<file path="config.mk">
export PLATFORM = sky130hd
export DESIGN_NAME = amcs_sequencer
export DESIGN_NICKNAME = d
export VERILOG_FILES = /design/src/shared/amcs_pkg.sv /design/src/hdl/amcs_sequencer.sv
export VERILOG_INCLUDE_DIRS = /design/src /design/src/shared
export SDC_FILE = /design/constraint.sdc
export NUM_CORES = 1
export LEC_CHECK = 0
export BUFFER_PORTS_ARGS = -buffer_cell sky130_fd_sc_hd__buf_2
export CAP_MARGIN = 20
export CORE_ASPECT_RATIO = 1.2
export CORE_MARGIN = 2
export CORE_UTILIZATION = 51
export DETAILED_ROUTE_END_ITERATION = 7
export PLACE_DENSITY_LB_ADDON = 0.3
export SYNTH_ARGS = -nofsm -noshare
export SYNTH_HDL_FRONTEND = slang
export SYNTH_HIERARCHICAL = 1
export SYNTH_SLANG_ARGS = --single-unit
</file>
<file path="constraint.sdc">
create_clock -name clock_i -period 11.9 [get_ports clock_i]
set_clock_uncertainty 0.05 [all_clocks]
set_input_delay 1.19 -clock clock_i [delete_from_list [all_inputs] [get_ports clock_i]]
set_output_delay 1.19 -clock clock_i [all_outputs]
set_load 0.02 [all_outputs]
</file>
<file path="src/shared/amcs_regs.svh">
// Constants of the mode and channel sequencer: field positions, reset values and sizes.
// Behaviour
// [RQ1] Decode mode, inputs, order and length fields.
// [RQ2] Pixel modes interleave one pixel per channel.
// [RQ3] Line modes step colour sequence, forward or reverse.
// [RQ4] Three-channel mode samples all inputs together.
// [RQ5] Each channel uses its own gain and offset; code gives channel 0 in line1 mode the set at col_ptr_r, or at seq_len-1-col_ptr_r when rev_f is set.
// [RQ6] Three-to-one selector feeds converter per sample.
// [RQ7] Order red-green-blue or reversed, line aligned.
// [RQ8] 3x clock gives three conversions per pixel; code gives nch: two in two-channel mode, one in line modes.
// [RQ9] 1x clock gives one conversion per pixel.
// [RQ10] Line start advances the coefficient set.
// [RQ11] Sensor side drives each line-start pulse.
// [RQ12] Line start resets pixel pointer to first.
`ifndef AMCS_REGS_SVH
`define AMCS_REGS_SVH
`define AMCS_MODE_HI      7
`define AMCS_MODE_LO      6
`define AMCS_SEL_HI       5
`define AMCS_SEL_LO       4
`define AMCS_REV_BIT      3
`define AMCS_LEN_HI       2
`define AMCS_LEN_LO       0
`define AMCS_CFG_RST      8'hf1
`define AMCS_MAX_COLORS   3'h5
`define AMCS_SEQ3_LEN     3'h3
`define AMCS_DATA_W       16
`define AMCS_GAIN_W       8
`define AMCS_OFFSET_W     10
`define AMCS_GAIN_FRAC    6
`define AMCS_NUM_SETS     5
`define AMCS_FIFO_DEPTH   8
`endif

</file>
<file path="src/shared/amcs_pkg.sv">
// Types shared by the mode and channel sequencer.
`include "amcs_regs.svh"
package amcs_pkg;
   typedef enum logic [1:0] {
      amcs_mode_line3,
      amcs_mode_line1,
      amcs_mode_pix2,
      amcs_mode_pix3
   } amcs_mode_t;

   typedef enum logic {
      amcs_st_idle,
      amcs_st_issue
   } amcs_state_t;

   typedef struct packed {
      logic        [`AMCS_GAIN_W-1:0]   gain;
      logic signed [`AMCS_OFFSET_W-1:0] offset;
   } amcs_coef_t;

   typedef struct packed {
      logic [1:0]              channel;
      logic [2:0]              coef_set;
      logic                    line_first;
      logic [`AMCS_DATA_W-1:0] data;
   } amcs_conv_t;

   typedef struct packed {
      amcs_mode_t mode;
      logic       busy;
      logic       overrun;
      logic [1:0] pix_ptr;
      logic [2:0] col_ptr;
   } amcs_status_t;
endpackage : amcs_pkg

</file>
<file path="src/hdl/amcs_sequencer.sv">
// Mode decode, channel sequencing and result buffering for a three-input front end.
`timescale 1ns/1ps
`include "amcs_regs.svh"

module amcs_fifo #(
   parameter int WIDTH = 8,
   parameter int DEPTH = `AMCS_FIFO_DEPTH
) (
   // Clock and reset
   input  wire logic             clock_i,
   input  wire logic             rst_i,
   // Filling side
   input  wire logic             in_valid_i,
   output logic                  in_ready_o,
   input  wire logic [WIDTH-1:0] in_data_i,
   // Draining side
   output logic                  out_valid_o,
   input  wire logic             out_ready_i,
   output logic      [WIDTH-1:0] out_data_o
);
   localparam int AW = (DEPTH > 1) ? $clog2(DEPTH) : 1;

   if (DEPTH < 2 || WIDTH < 1)
   begin : g_bad_shape
      $error("amcs_fifo needs a depth of at least two and a width of at least one.");
   end

   logic [WIDTH-1:0] mem_r [DEPTH];
   logic [AW-1:0]    wr_ptr_r;
   logic [AW-1:0]    rd_ptr_r;
   logic [AW:0]      count_r;
   wire              do_wr = in_valid_i && in_ready_o;
   wire              do_rd = out_valid_o && out_ready_i;
   wire  [AW-1:0]    wr_nxt = (wr_ptr_r == AW'(DEPTH - 1)) ? '0 : wr_ptr_r + 1'b1;
   wire  [AW-1:0]    rd_nxt = (rd_ptr_r == AW'(DEPTH - 1)) ? '0 : rd_ptr_r + 1'b1;

   assign in_ready_o  = (count_r != (AW + 1)'(DEPTH));
   assign out_valid_o = (count_r != '0);
   assign out_data_o  = mem_r[rd_ptr_r];

   always_ff @(posedge clock_i)
   begin
      if (do_wr)
         mem_r[wr_ptr_r] <= in_data_i;
   end

   always_ff @(posedge clock_i or posedge rst_i)
   begin
      if (rst_i)
      begin
         wr_ptr_r <= '0;
         rd_ptr_r <= '0;
         count_r  <= '0;
      end
      else
      begin
         if (do_wr)
            wr_ptr_r <= wr_nxt;
         if (do_rd)
            rd_ptr_r <= rd_nxt;
         count_r <= count_r + (AW + 1)'(do_wr) - (AW + 1)'(do_rd);
      end
   end
endmodule : amcs_fifo

module amcs_sequencer #(
   parameter int FIFO_DEPTH = `AMCS_FIFO_DEPTH
) (
   // Clock and reset
   input  wire logic                                          clock_i,
   input  wire logic                                          rst_i,
   // Configuration register port
   input  wire logic                                          cfg_wr_i,
   input  wire logic [7:0]                                    cfg_wdata_i,
   output logic      [7:0]                                    cfg_rdata_o,
   input  wire logic                                          clk_ratio_3x_i,
   input  wire amcs_pkg::amcs_coef_t [`AMCS_NUM_SETS-1:0]     coef_i,
   output amcs_pkg::amcs_status_t                             status_o,
   // Sensor side pins
   input  wire logic                                          input_pixel_clock_i,
   input  wire logic                                          external_line_start_input_i,
   input  wire logic [`AMCS_DATA_W-1:0]                       red_analog_input_i,
   input  wire logic [`AMCS_DATA_W-1:0]                       green_analog_input_i,
   input  wire logic [`AMCS_DATA_W-1:0]                       blue_analog_input_i,
   // Converter side
   output logic                                               line_start_pulse_o,
   output logic                                               adc_strobe_o,
   output logic      [1:0]                                    mux_sel_o,
   // Result stream
   output logic                                               conv_valid_o,
   input  wire logic                                          conv_ready_i,
   output amcs_pkg::amcs_conv_t                               conv_o
);
   import amcs_pkg::*;
   localparam int DW = `AMCS_DATA_W;

   if (FIFO_DEPTH < 2)
   begin : g_bad_depth
      $error("amcs_sequencer needs a result buffer of at least two words.");
   end

   function automatic amcs_mode_t decode_mode(input logic [1:0] bits);
      amcs_mode_t m;
      unique case (bits)
         2'h3: m = amcs_mode_pix3;
         2'h2: m = amcs_mode_pix2;
         2'h1: m = amcs_mode_line1;
         2'h0: m = amcs_mode_line3;
      endcase
      return m;
   endfunction : decode_mode

   // Saturating gain then offset; gain has a fixed binary point.
   function automatic logic [DW-1:0] proc_sample(input logic [DW-1:0] s, input amcs_coef_t c);
      logic        [DW+`AMCS_GAIN_W-1:0] prod;
      logic signed [DW+2:0]              sum;
      prod = s * c.gain;
      sum  = $signed({1'b0, prod[DW+`AMCS_GAIN_W-1:`AMCS_GAIN_FRAC]}) + c.offset;
      if (sum < 0)
         return '0;
      else if (sum > $signed({3'h0, {DW{1'b1}}}))
         return '1;
      else
         return sum[DW-1:0];
   endfunction : proc_sample

   // Pin synchronisers.
   logic [DW-1:0] ain_meta_r [3];
   logic [DW-1:0] ain_s_r    [3];
   logic [2:0]    pck_r;
   logic [2:0]    lsi_r;

   always_ff @(posedge clock_i or posedge rst_i)
   begin
      if (rst_i)
      begin
         ain_meta_r <= '{default: '0};
         ain_s_r    <= '{default: '0};
         pck_r      <= '0;
         lsi_r      <= '0;
      end
      else
      begin
         ain_meta_r <= '{red_analog_input_i, green_analog_input_i, blue_analog_input_i};
         ain_s_r    <= ain_meta_r;
         pck_r      <= {pck_r[1:0], input_pixel_clock_i};
         lsi_r      <= {lsi_r[1:0], external_line_start_input_i};
      end
   end

   // The line-start and pixel-clock edges are the timing references for the sequence.
   wire pix_evt = pck_r[1] && !pck_r[2];
   wire ls_evt  = lsi_r[1] && !lsi_r[2]; // RQ11

   // Configuration decode.
   logic [7:0]    operating_mode_config_r;
   wire  [1:0]    sel_f  = operating_mode_config_r[`AMCS_SEL_HI:`AMCS_SEL_LO]; // RQ1
   wire           rev_f  = operating_mode_config_r[`AMCS_REV_BIT]; // RQ1
   wire  [2:0]    len_f  = operating_mode_config_r[`AMCS_LEN_HI:`AMCS_LEN_LO]; // RQ1
   amcs_mode_t    mode;
   assign mode = decode_mode(operating_mode_config_r[`AMCS_MODE_HI:`AMCS_MODE_LO]); // RQ1

   // Out-of-range lengths are clamped rather than refused.
   wire  [2:0]    len1 = (len_f == 3'h0) ? 3'h1 :
                         (len_f > `AMCS_MAX_COLORS) ? `AMCS_MAX_COLORS : len_f; // RQ1
   wire  [2:0]    seq_len = (mode == amcs_mode_line3) ? `AMCS_SEQ3_LEN :
                            (mode == amcs_mode_line1) ? len1 : 3'h1;
   wire  [1:0]    nch = (mode == amcs_mode_pix3) ? 2'h3 :
                        (mode == amcs_mode_pix2) ? 2'h2 : 2'h1; // RQ2
   wire  [1:0]    pair_a = (sel_f == 2'h1) ? 2'h1 : 2'h0;
   wire  [1:0]    pair_b = (sel_f == 2'h0) ? 2'h1 : 2'h2;

   // Sequencer state.
   amcs_state_t   state_r;
   amcs_state_t   state_nxt;
   logic [1:0]    pix_ptr_r;
   logic [2:0]    col_ptr_r;
   logic          first_line_r;
   logic          line_first_r;
   logic          overrun_r;
   logic [1:0]    mux_sel_r;
   logic          line_pulse_r;
   logic [DW-1:0] smp_r [3];

   wire  [1:0]    cur_ch = (mode == amcs_mode_pix3) ?
                              (rev_f ? 2'(2'h2 - pix_ptr_r) : pix_ptr_r) : // RQ7
                           (mode == amcs_mode_pix2) ?
                              ((pix_ptr_r[0] ^ rev_f) ? pair_b : pair_a) : // RQ2
                           (mode == amcs_mode_line1) ?
                              ((sel_f == 2'h0) ? 2'h0 : (sel_f == 2'h1) ? 2'h1 : 2'h2) :
                              (rev_f ? 2'(3'h2 - col_ptr_r) : col_ptr_r[1:0]); // RQ3
   wire           multi  = (mode == amcs_mode_line1) && (cur_ch == 2'h0);
   wire  [2:0]    cur_set = multi ? (rev_f ? 3'(seq_len - 3'h1 - col_ptr_r) : col_ptr_r) :
                            {1'b0, cur_ch}; // RQ5 RQ10
   wire           burst  = clk_ratio_3x_i && (nch != 2'h1); // RQ8
   wire           last   = (pix_ptr_r == 2'(nch - 2'h1));
   wire           start  = (state_r == amcs_st_idle) && pix_evt && !ls_evt && !cfg_wr_i;
   wire           fifo_in_ready;
   wire           fifo_in_valid = (state_r == amcs_st_issue) && !ls_evt && !cfg_wr_i;
   wire           push   = fifo_in_valid && fifo_in_ready;
   wire           ovr_set = pix_evt && (state_r == amcs_st_issue);
   wire  [2:0]    col_nxt = (col_ptr_r == 3'(seq_len - 3'h1)) ? 3'h0 : col_ptr_r + 3'h1;

   amcs_conv_t    conv_in;
   assign conv_in.channel    = cur_ch;
   assign conv_in.coef_set   = cur_set;
   assign conv_in.line_first = line_first_r;
   assign conv_in.data       = proc_sample(smp_r[cur_ch], coef_i[cur_set]); // RQ5 RQ6

   always_comb
   begin
      state_nxt = state_r;
      if (ls_evt || cfg_wr_i)
         state_nxt = amcs_st_idle; // RQ12
      else if (start)
         state_nxt = amcs_st_issue;
      else if (push)
         state_nxt = (burst && !last) ? amcs_st_issue : amcs_st_idle; // RQ8 RQ9
   end

   always_ff @(posedge clock_i or posedge rst_i)
   begin
      if (rst_i)
      begin
         operating_mode_config_r <= `AMCS_CFG_RST;
         state_r      <= amcs_st_idle;
         overrun_r    <= 1'b0;
         line_pulse_r <= 1'b0;
      end
      else
      begin
         if (cfg_wr_i)
            operating_mode_config_r <= cfg_wdata_i;
         state_r      <= state_nxt;
         overrun_r    <= ovr_set || (overrun_r && !cfg_wr_i);
         line_pulse_r <= ls_evt;
      end
   end

   always_ff @(posedge clock_i or posedge rst_i)
   begin
      if (rst_i)
      begin
         pix_ptr_r    <= 2'h0;
         col_ptr_r    <= 3'h0;
         first_line_r <= 1'b1;
         line_first_r <= 1'b0;
         mux_sel_r    <= 2'h0;
      end
      else if (cfg_wr_i)
      begin
         pix_ptr_r    <= 2'h0;
         col_ptr_r    <= 3'h0;
         first_line_r <= 1'b1;
      end
      else if (ls_evt)
      begin
         pix_ptr_r    <= 2'h0; // RQ12 RQ7
         col_ptr_r    <= first_line_r ? 3'h0 : col_nxt; // RQ10 RQ3
         first_line_r <= 1'b0;
         line_first_r <= 1'b1;
      end
      else if (push)
      begin
         pix_ptr_r    <= last ? 2'h0 : pix_ptr_r + 2'h1; // RQ2
         line_first_r <= 1'b0;
         mux_sel_r    <= cur_ch; // RQ6
      end
   end

   // All three inputs are caught in one edge so the channels share an instant.
   always_ff @(posedge clock_i)
   begin
      if (start && pix_ptr_r == 2'h0)
         smp_r <= ain_s_r; // RQ4
   end

   amcs_fifo #(
      .WIDTH ($bits(amcs_conv_t)),
      .DEPTH (FIFO_DEPTH)
   ) u_fifo (
      .clock_i     (clock_i),
      .rst_i       (rst_i),
      .in_valid_i  (fifo_in_valid),
      .in_ready_o  (fifo_in_ready),
      .in_data_i   (conv_in),
      .out_valid_o (conv_valid_o),
      .out_ready_i (conv_ready_i),
      .out_data_o  (conv_o)
   );

   assign cfg_rdata_o        = operating_mode_config_r;
   assign line_start_pulse_o = line_pulse_r;
   assign adc_strobe_o       = push;
   assign mux_sel_o          = mux_sel_r;
   assign status_o.mode      = mode;
   assign status_o.busy      = (state_r == amcs_st_issue);
   assign status_o.overrun   = overrun_r;
   assign status_o.pix_ptr   = pix_ptr_r;
   assign status_o.col_ptr   = col_ptr_r;
endmodule : amcs_sequencer

</file>
# ---- Yosys cells after proc, flatten, opt, wreduce, memory -nomap -nowiden
# Memories as Yosys holds them, arrays and structs flattened.
# Index checks and enable logic that the tools add are counted.
dict set report classes {
  add_sub_neg 12
  multipliers 1
  magnitude_cmp 5
  n_eq_ne 13
  n_mux 46
  n_bitwise 5
  n_reduce_logical 35
}
# operator n
set op_table {}
lappend op_table {{2-to-1 mux 16 bit} 4}
lappend op_table {{binary-select mux 18 bit (select 3 bit)} 1}
lappend op_table {{2-to-1 mux 3 bit} 12}
lappend op_table {{binary-select mux 16 bit (select 2 bit)} 1}
lappend op_table {{2-to-1 mux 2 bit} 15}
lappend op_table {{multiplier 16 x 8 -> 24 bit} 1}
lappend op_table {{adder 19 x 10 -> 19 bit} 1}
lappend op_table {{greater-than comparator 19 x 17 -> 1 bit (second input constant)} 1}
lappend op_table {{less-than comparator 19 x 1 -> 1 bit (second input constant)} 1}
lappend op_table {{2-to-1 mux 18 bit} 1}
lappend op_table {{logical AND 1 bit} 15}
lappend op_table {{2-to-1 mux 1 bit} 11}
lappend op_table {{logical NOT 2 bit} 5}
lappend op_table {{adder 3 x 1 -> 3 bit (second input constant)} 3}
lappend op_table {{== test 2 bit (second input constant)} 4}
lappend op_table {{case mux 2 bit (4 select lines)} 1}
lappend op_table {{== test 2 x 1 -> 1 bit (second input constant)} 3}
lappend op_table {{== test 3 bit (second input constant)} 2}
lappend op_table {{nonzero test 3 bit} 2}
lappend op_table {{logical NOT 1 bit} 5}
lappend op_table {{adder 4 x 1 -> 4 bit} 1}
lappend op_table {{less-than comparator 3 x 4 -> 1 bit (second input constant)} 1}
lappend op_table {{!= test 4 bit (second input constant)} 1}
lappend op_table {{nonzero test 2 bit} 2}
lappend op_table {{other kinds (19)} 23}
dict set report totals {
  reg_bits 180
  mem_bits_rw 176
  input_bits 153
  out_inout_bits 44
  elab_cells 141
  mem_count 1
}
# name words width rd rd_clocked_by_memory_dff write_ports line_no
set memory_table {}
lappend memory_table {u_fifo.mem_r 8 22 1 0 1 amcs_sequencer.sv:28} ;# logic [WIDTH-1:0] mem_r [DEPTH];

# ---- Depth between registers and ports, before layout
dict set report depth {
  word_depth 16
  ltp_mapped 43
  depth_no_buf 41
}

# ---- Hierarchy
# Netlist, hierarchy kept.
# module instances cells_per_inst area_each_um2 seq_area_each_um2
set by_module_without_submodules {}
lappend by_module_without_submodules {amcs_sequencer 1 955 10943.0 4501.8}
lappend by_module_without_submodules {amcs_fifo 1 311 7335.8 5535.3}

# ---- Least setup slack after synthesis
# Ideal clock, no wire load.
dict set report synth_path {
  kind {reg-to-reg}
  from {register operating_mode_config_r[6] (netlist: cfg_rdata_o[6])}
  to {memory u_fifo/mem_r[0][10] (netlist bit), data pin}
  setup_ns 0.166
  t_arrival_ns 9.985
  setup_slack_ns 1.700
  path_stages_with_launch 42
  cell_sequence {dfstp_2 > nand2b_1 > or3_1 > inv_1 > ha_1 > fa_1 > nor2b_1 > o21ai_0 > a32oi_2 > mux4_2 > a22oi_1 > clkbuf_1 > nor2_1 > fa_1 > fa_1 > fa_1 > inv_1 > fa_1 > (+6 left out) > a21o_1 > and2_1 > or4b_4 > a21o_1 > nand2_1 > xor2_1 > ha_1 > a21o_1 > a21oi_1 > o21ai_0 > inv_1 > o311a_1 > nor3_1 > a21o_1 > a21oi_1 > xnor2_1 > clkbuf_1 > o21a_1}
}
# element line_no
set synth_lines {}
lappend synth_lines {{from (decl)} amcs_sequencer.sv:156} ;# logic [7:0] operating_mode_config_r;
lappend synth_lines {{from (signal assigned)} amcs_sequencer.sv:225} ;# operating_mode_config_r <= `AMCS_CFG_RST;
lappend synth_lines {{from (signal assigned)} amcs_sequencer.sv:233} ;# operating_mode_config_r <= cfg_wdata_i;
lappend synth_lines {{to (decl)} amcs_sequencer.sv:28}

==> flow_summary.ini <==
[status]
status = finished, final reports clean

[route]
ant_nets = 0
drt_iter0_markers = 694
drc = 0
wl_um = 38540
wl_per_cell_um = 19.57
via_count = 10899
dr.pass1.iters = 5
via_per_inst = 5.535

[yosys]
async_flop_share_pct = 37.08
synth_edf_count = 224
netlist_top_cells_area = edfxtp_1, dfrtp_1, fa_1, ha_1, mux4_1
synth-seq-cells = 356
ys_dominant_reg_cell = edfxtp_1
synth_area_leader_cell = edfxtp_1
syn_avg_cell_area_sq_um = 14.44
netlist_area_sq_mm = 0.01828
ys_types = 73
yosysSeqAreaShare_pct = 54.91
syn-num-nets = 1580
yosysWarnings = 6
netlist_instances = 1266
synth_top_area_share_pct = 36.80

[min_path]
hp-class = reg -> reg

[cts]
ctsResizeCount = 0
clk_latency_ps = 520
post-cts-setup-buffers = 0
cts_made_buffers = 34
clk_path_buf_depth = 3
tritoncts = built
cts_sinks = 356
h-tree-depth = 2
cts.root.buffer_cell = clkbuf_16
hold_buffers = 0
clk_pin_slew_worst_paths_ps = 60

[sta]
fin_ws_ps = 1002
worstMarginPinSlew_ps = 1054
setup_viol = 0
fin_tns_setup_ps = 0
max_freq_mhz = 91.76
slew_violations = 0
hold_viol_final = 0
slew_headroom_pct = 29.73
min_period_ps = 10900
fin_crit_sh_pct = 91.58
rsz0062_at_grt = false

[floorplanning]
initial_core_util_pct = 51.94
die_y_um = 211.4
pin_count = 197
die_width_um = 176.8
row_count = 75
die_area_sq_mm = 0.03738
core_sq_mm = 0.03519

[grt]
grt_pass1_vias = 11323
grt_first_pass_wirelength_um = 61400
grt_overflow = 0
antenna_found_initial = 1
track_usage_pct = 21.36
grt_max_degree = 67

[setup_path]
cp.required_ps = 12160
startpoint_type = flip-flop
critical_path_class = reg -> reg
slowest_stage = dfstp_2
slowest_delay_ps = 690
worst_ep_arrival_time_ps = 11160
end_kind = flip-flop
crit_fanout = 16

[place]
post-place-ws_ps = 1098
dp_hpwl_um = 27240
port_buffers = 196
place_area_sq_mm = 0.01988
place_congestion = 0.8793

[final_layout]
fillCellCount = 2709
multi_input_area_sq_mm = 0.007660
drive_gt1_share_pct = 26.69
fin_area_sq_mm = 0.02105
area_growth_pct = 15.18
final_core_util_pct = 59.83
register_area_sq_mm = 0.01004
finalNetCount = 1795

[flow_run]
max-cap-violations = 0
sequential cells by signal (all words and copies together), names as in the netlist:
register and count:
mux_sel_o 2, line_first_r 1, overrun_r 1, cfg_rdata_o 8, u_fifo/rd_ptr_r 3, u_fifo/count_r 4
line_start_pulse_o 1, smp_r 48, ain_s_r 48, pck_r 3, pix_ptr_r 2, u_fifo/wr_ptr_r 3
ain_meta_r 48, u_fifo/mem_r 176, lsi_r 3, col_ptr_r 3, first_line_r 1, state_r 1
kinds of logic after synthesis:
family / Yosys count / share of synthesized area (%)
AO/OA/AOI/OAI: 175 / 6.688
XOR/XNOR: 38 / 1.944
adder cells (fa/ha/maj): 161 / 14.55
buffers and inverters: 157 / 3.559
flip-flops: 356 / 54.91
multiplexers: 115 / 11.39
AND/OR/NAND/NOR: 264 / 6.955
critical path: cells and delay by family (launching register included):
family / cells / cell delay, ps
adders and majority gates: 8 / 3170
and+or+nand+nor: 11 / 2730
AOI/OAI and AO/OA: 14 / 2450
buffers and inverters: 8 / 1140
DFF: 1 / 690
xor gates and xnor gates: 2 / 430
layout make-up:
type / count / area share (%)
inverter: 114 / 2.056
multi-input combinational: 753 / 36.38
clock inverter: 15 / 0.8320
tap: 462 / 2.746
sequential: 356 / 47.68
clock buffer: 46 / 4.647
antenna: 1 / 0.01189
timing repair buffer: 222 / 5.646
placed cells by master (no fill, tap or decap), types with 5 or more instances in the layout:
master,instances
mux4_1,29
or3_1,5
fa_1,86
mux2i_1,16
o21ai_0,24
buf_2,196
nand2b_1,12
a22o_1,10
a211o_1,6
xor2_1,13
nand3_1,12
mux4_2,32
clkbuf_16,36
inv_1,112
ha_1,75
dfrtp_1,125
or2_2,25
clkbuf_1,6
nor3_1,13
clkinv_1,5
xnor2_1,23
nand2_1,31
a31oi_1,5
nor2b_1,14
dfstp_2,6
edfxtp_1,224
mux2_2,37
a22oi_1,7
o21a_1,20
o21bai_1,7
buf_4,25
a21o_1,12
a21oi_1,44
nor2_1,125
cell usage after synthesis, types with 7 or more instances:
master	n
edfxtp_1	224
nor2_1	128
dfrtp_1	126
inv_1	113
fa_1	86
ha_1	75
a21oi_1	44
mux2_2	37
mux4_2	32
nand2_1	31
mux4_1	29
clkbuf_1	27
or2_2	25
o21ai_0	24
xnor2_1	23
o21a_1	20
nor3_1	17
mux2i_1	16
nor2b_1	14
xor2_1	13
a21o_1	12
nand2b_1	12
nand3_1	12
a22o_1	10
a22oi_1	7
o21bai_1	7
metrics by stage:
stage          hold slack [ps]  std cells
2_1_floorplan            281.2       1266
3_3_place_gp             283.5       1905
3_5_place_dp             284.7       1906
4_1_cts                  296.3       1967
5_1_grt                  303.5       1969
6_report                 294.5       1969
routing by layer:
metal	GRT usage, %	vias to the layer above	wire length, um
met2	38.13	331	20000
met5	0	-	0
li1	-	5005	-
met4	6.070	0	997
met3	2.892	69	1875
met1	27.29	5494	15660
worst paths after layout:
check	startpoint	end	slack, ps	cells after the start
setup reg to reg	cfg_rdata_o[6]	u_fifo/mem_r[2][5]	1000	43
hold / removal	ain_meta_r[25]	ain_s_r[25]	290	0
setup / recovery	cfg_rdata_o[6]	u_fifo/mem_r[2][5]	1000	43
max in group asynchronous	rst_i	ain_s_r[43]	9810	3
min in group asynchronous	rst_i	u_fifo/count_r[3]	630	2
hold reg to reg	ain_meta_r[25]	ain_s_r[25]	290	0
Power is not shown: default switching activity piles up to over one toggle a cycle in this logic, so the estimate is an artifact.
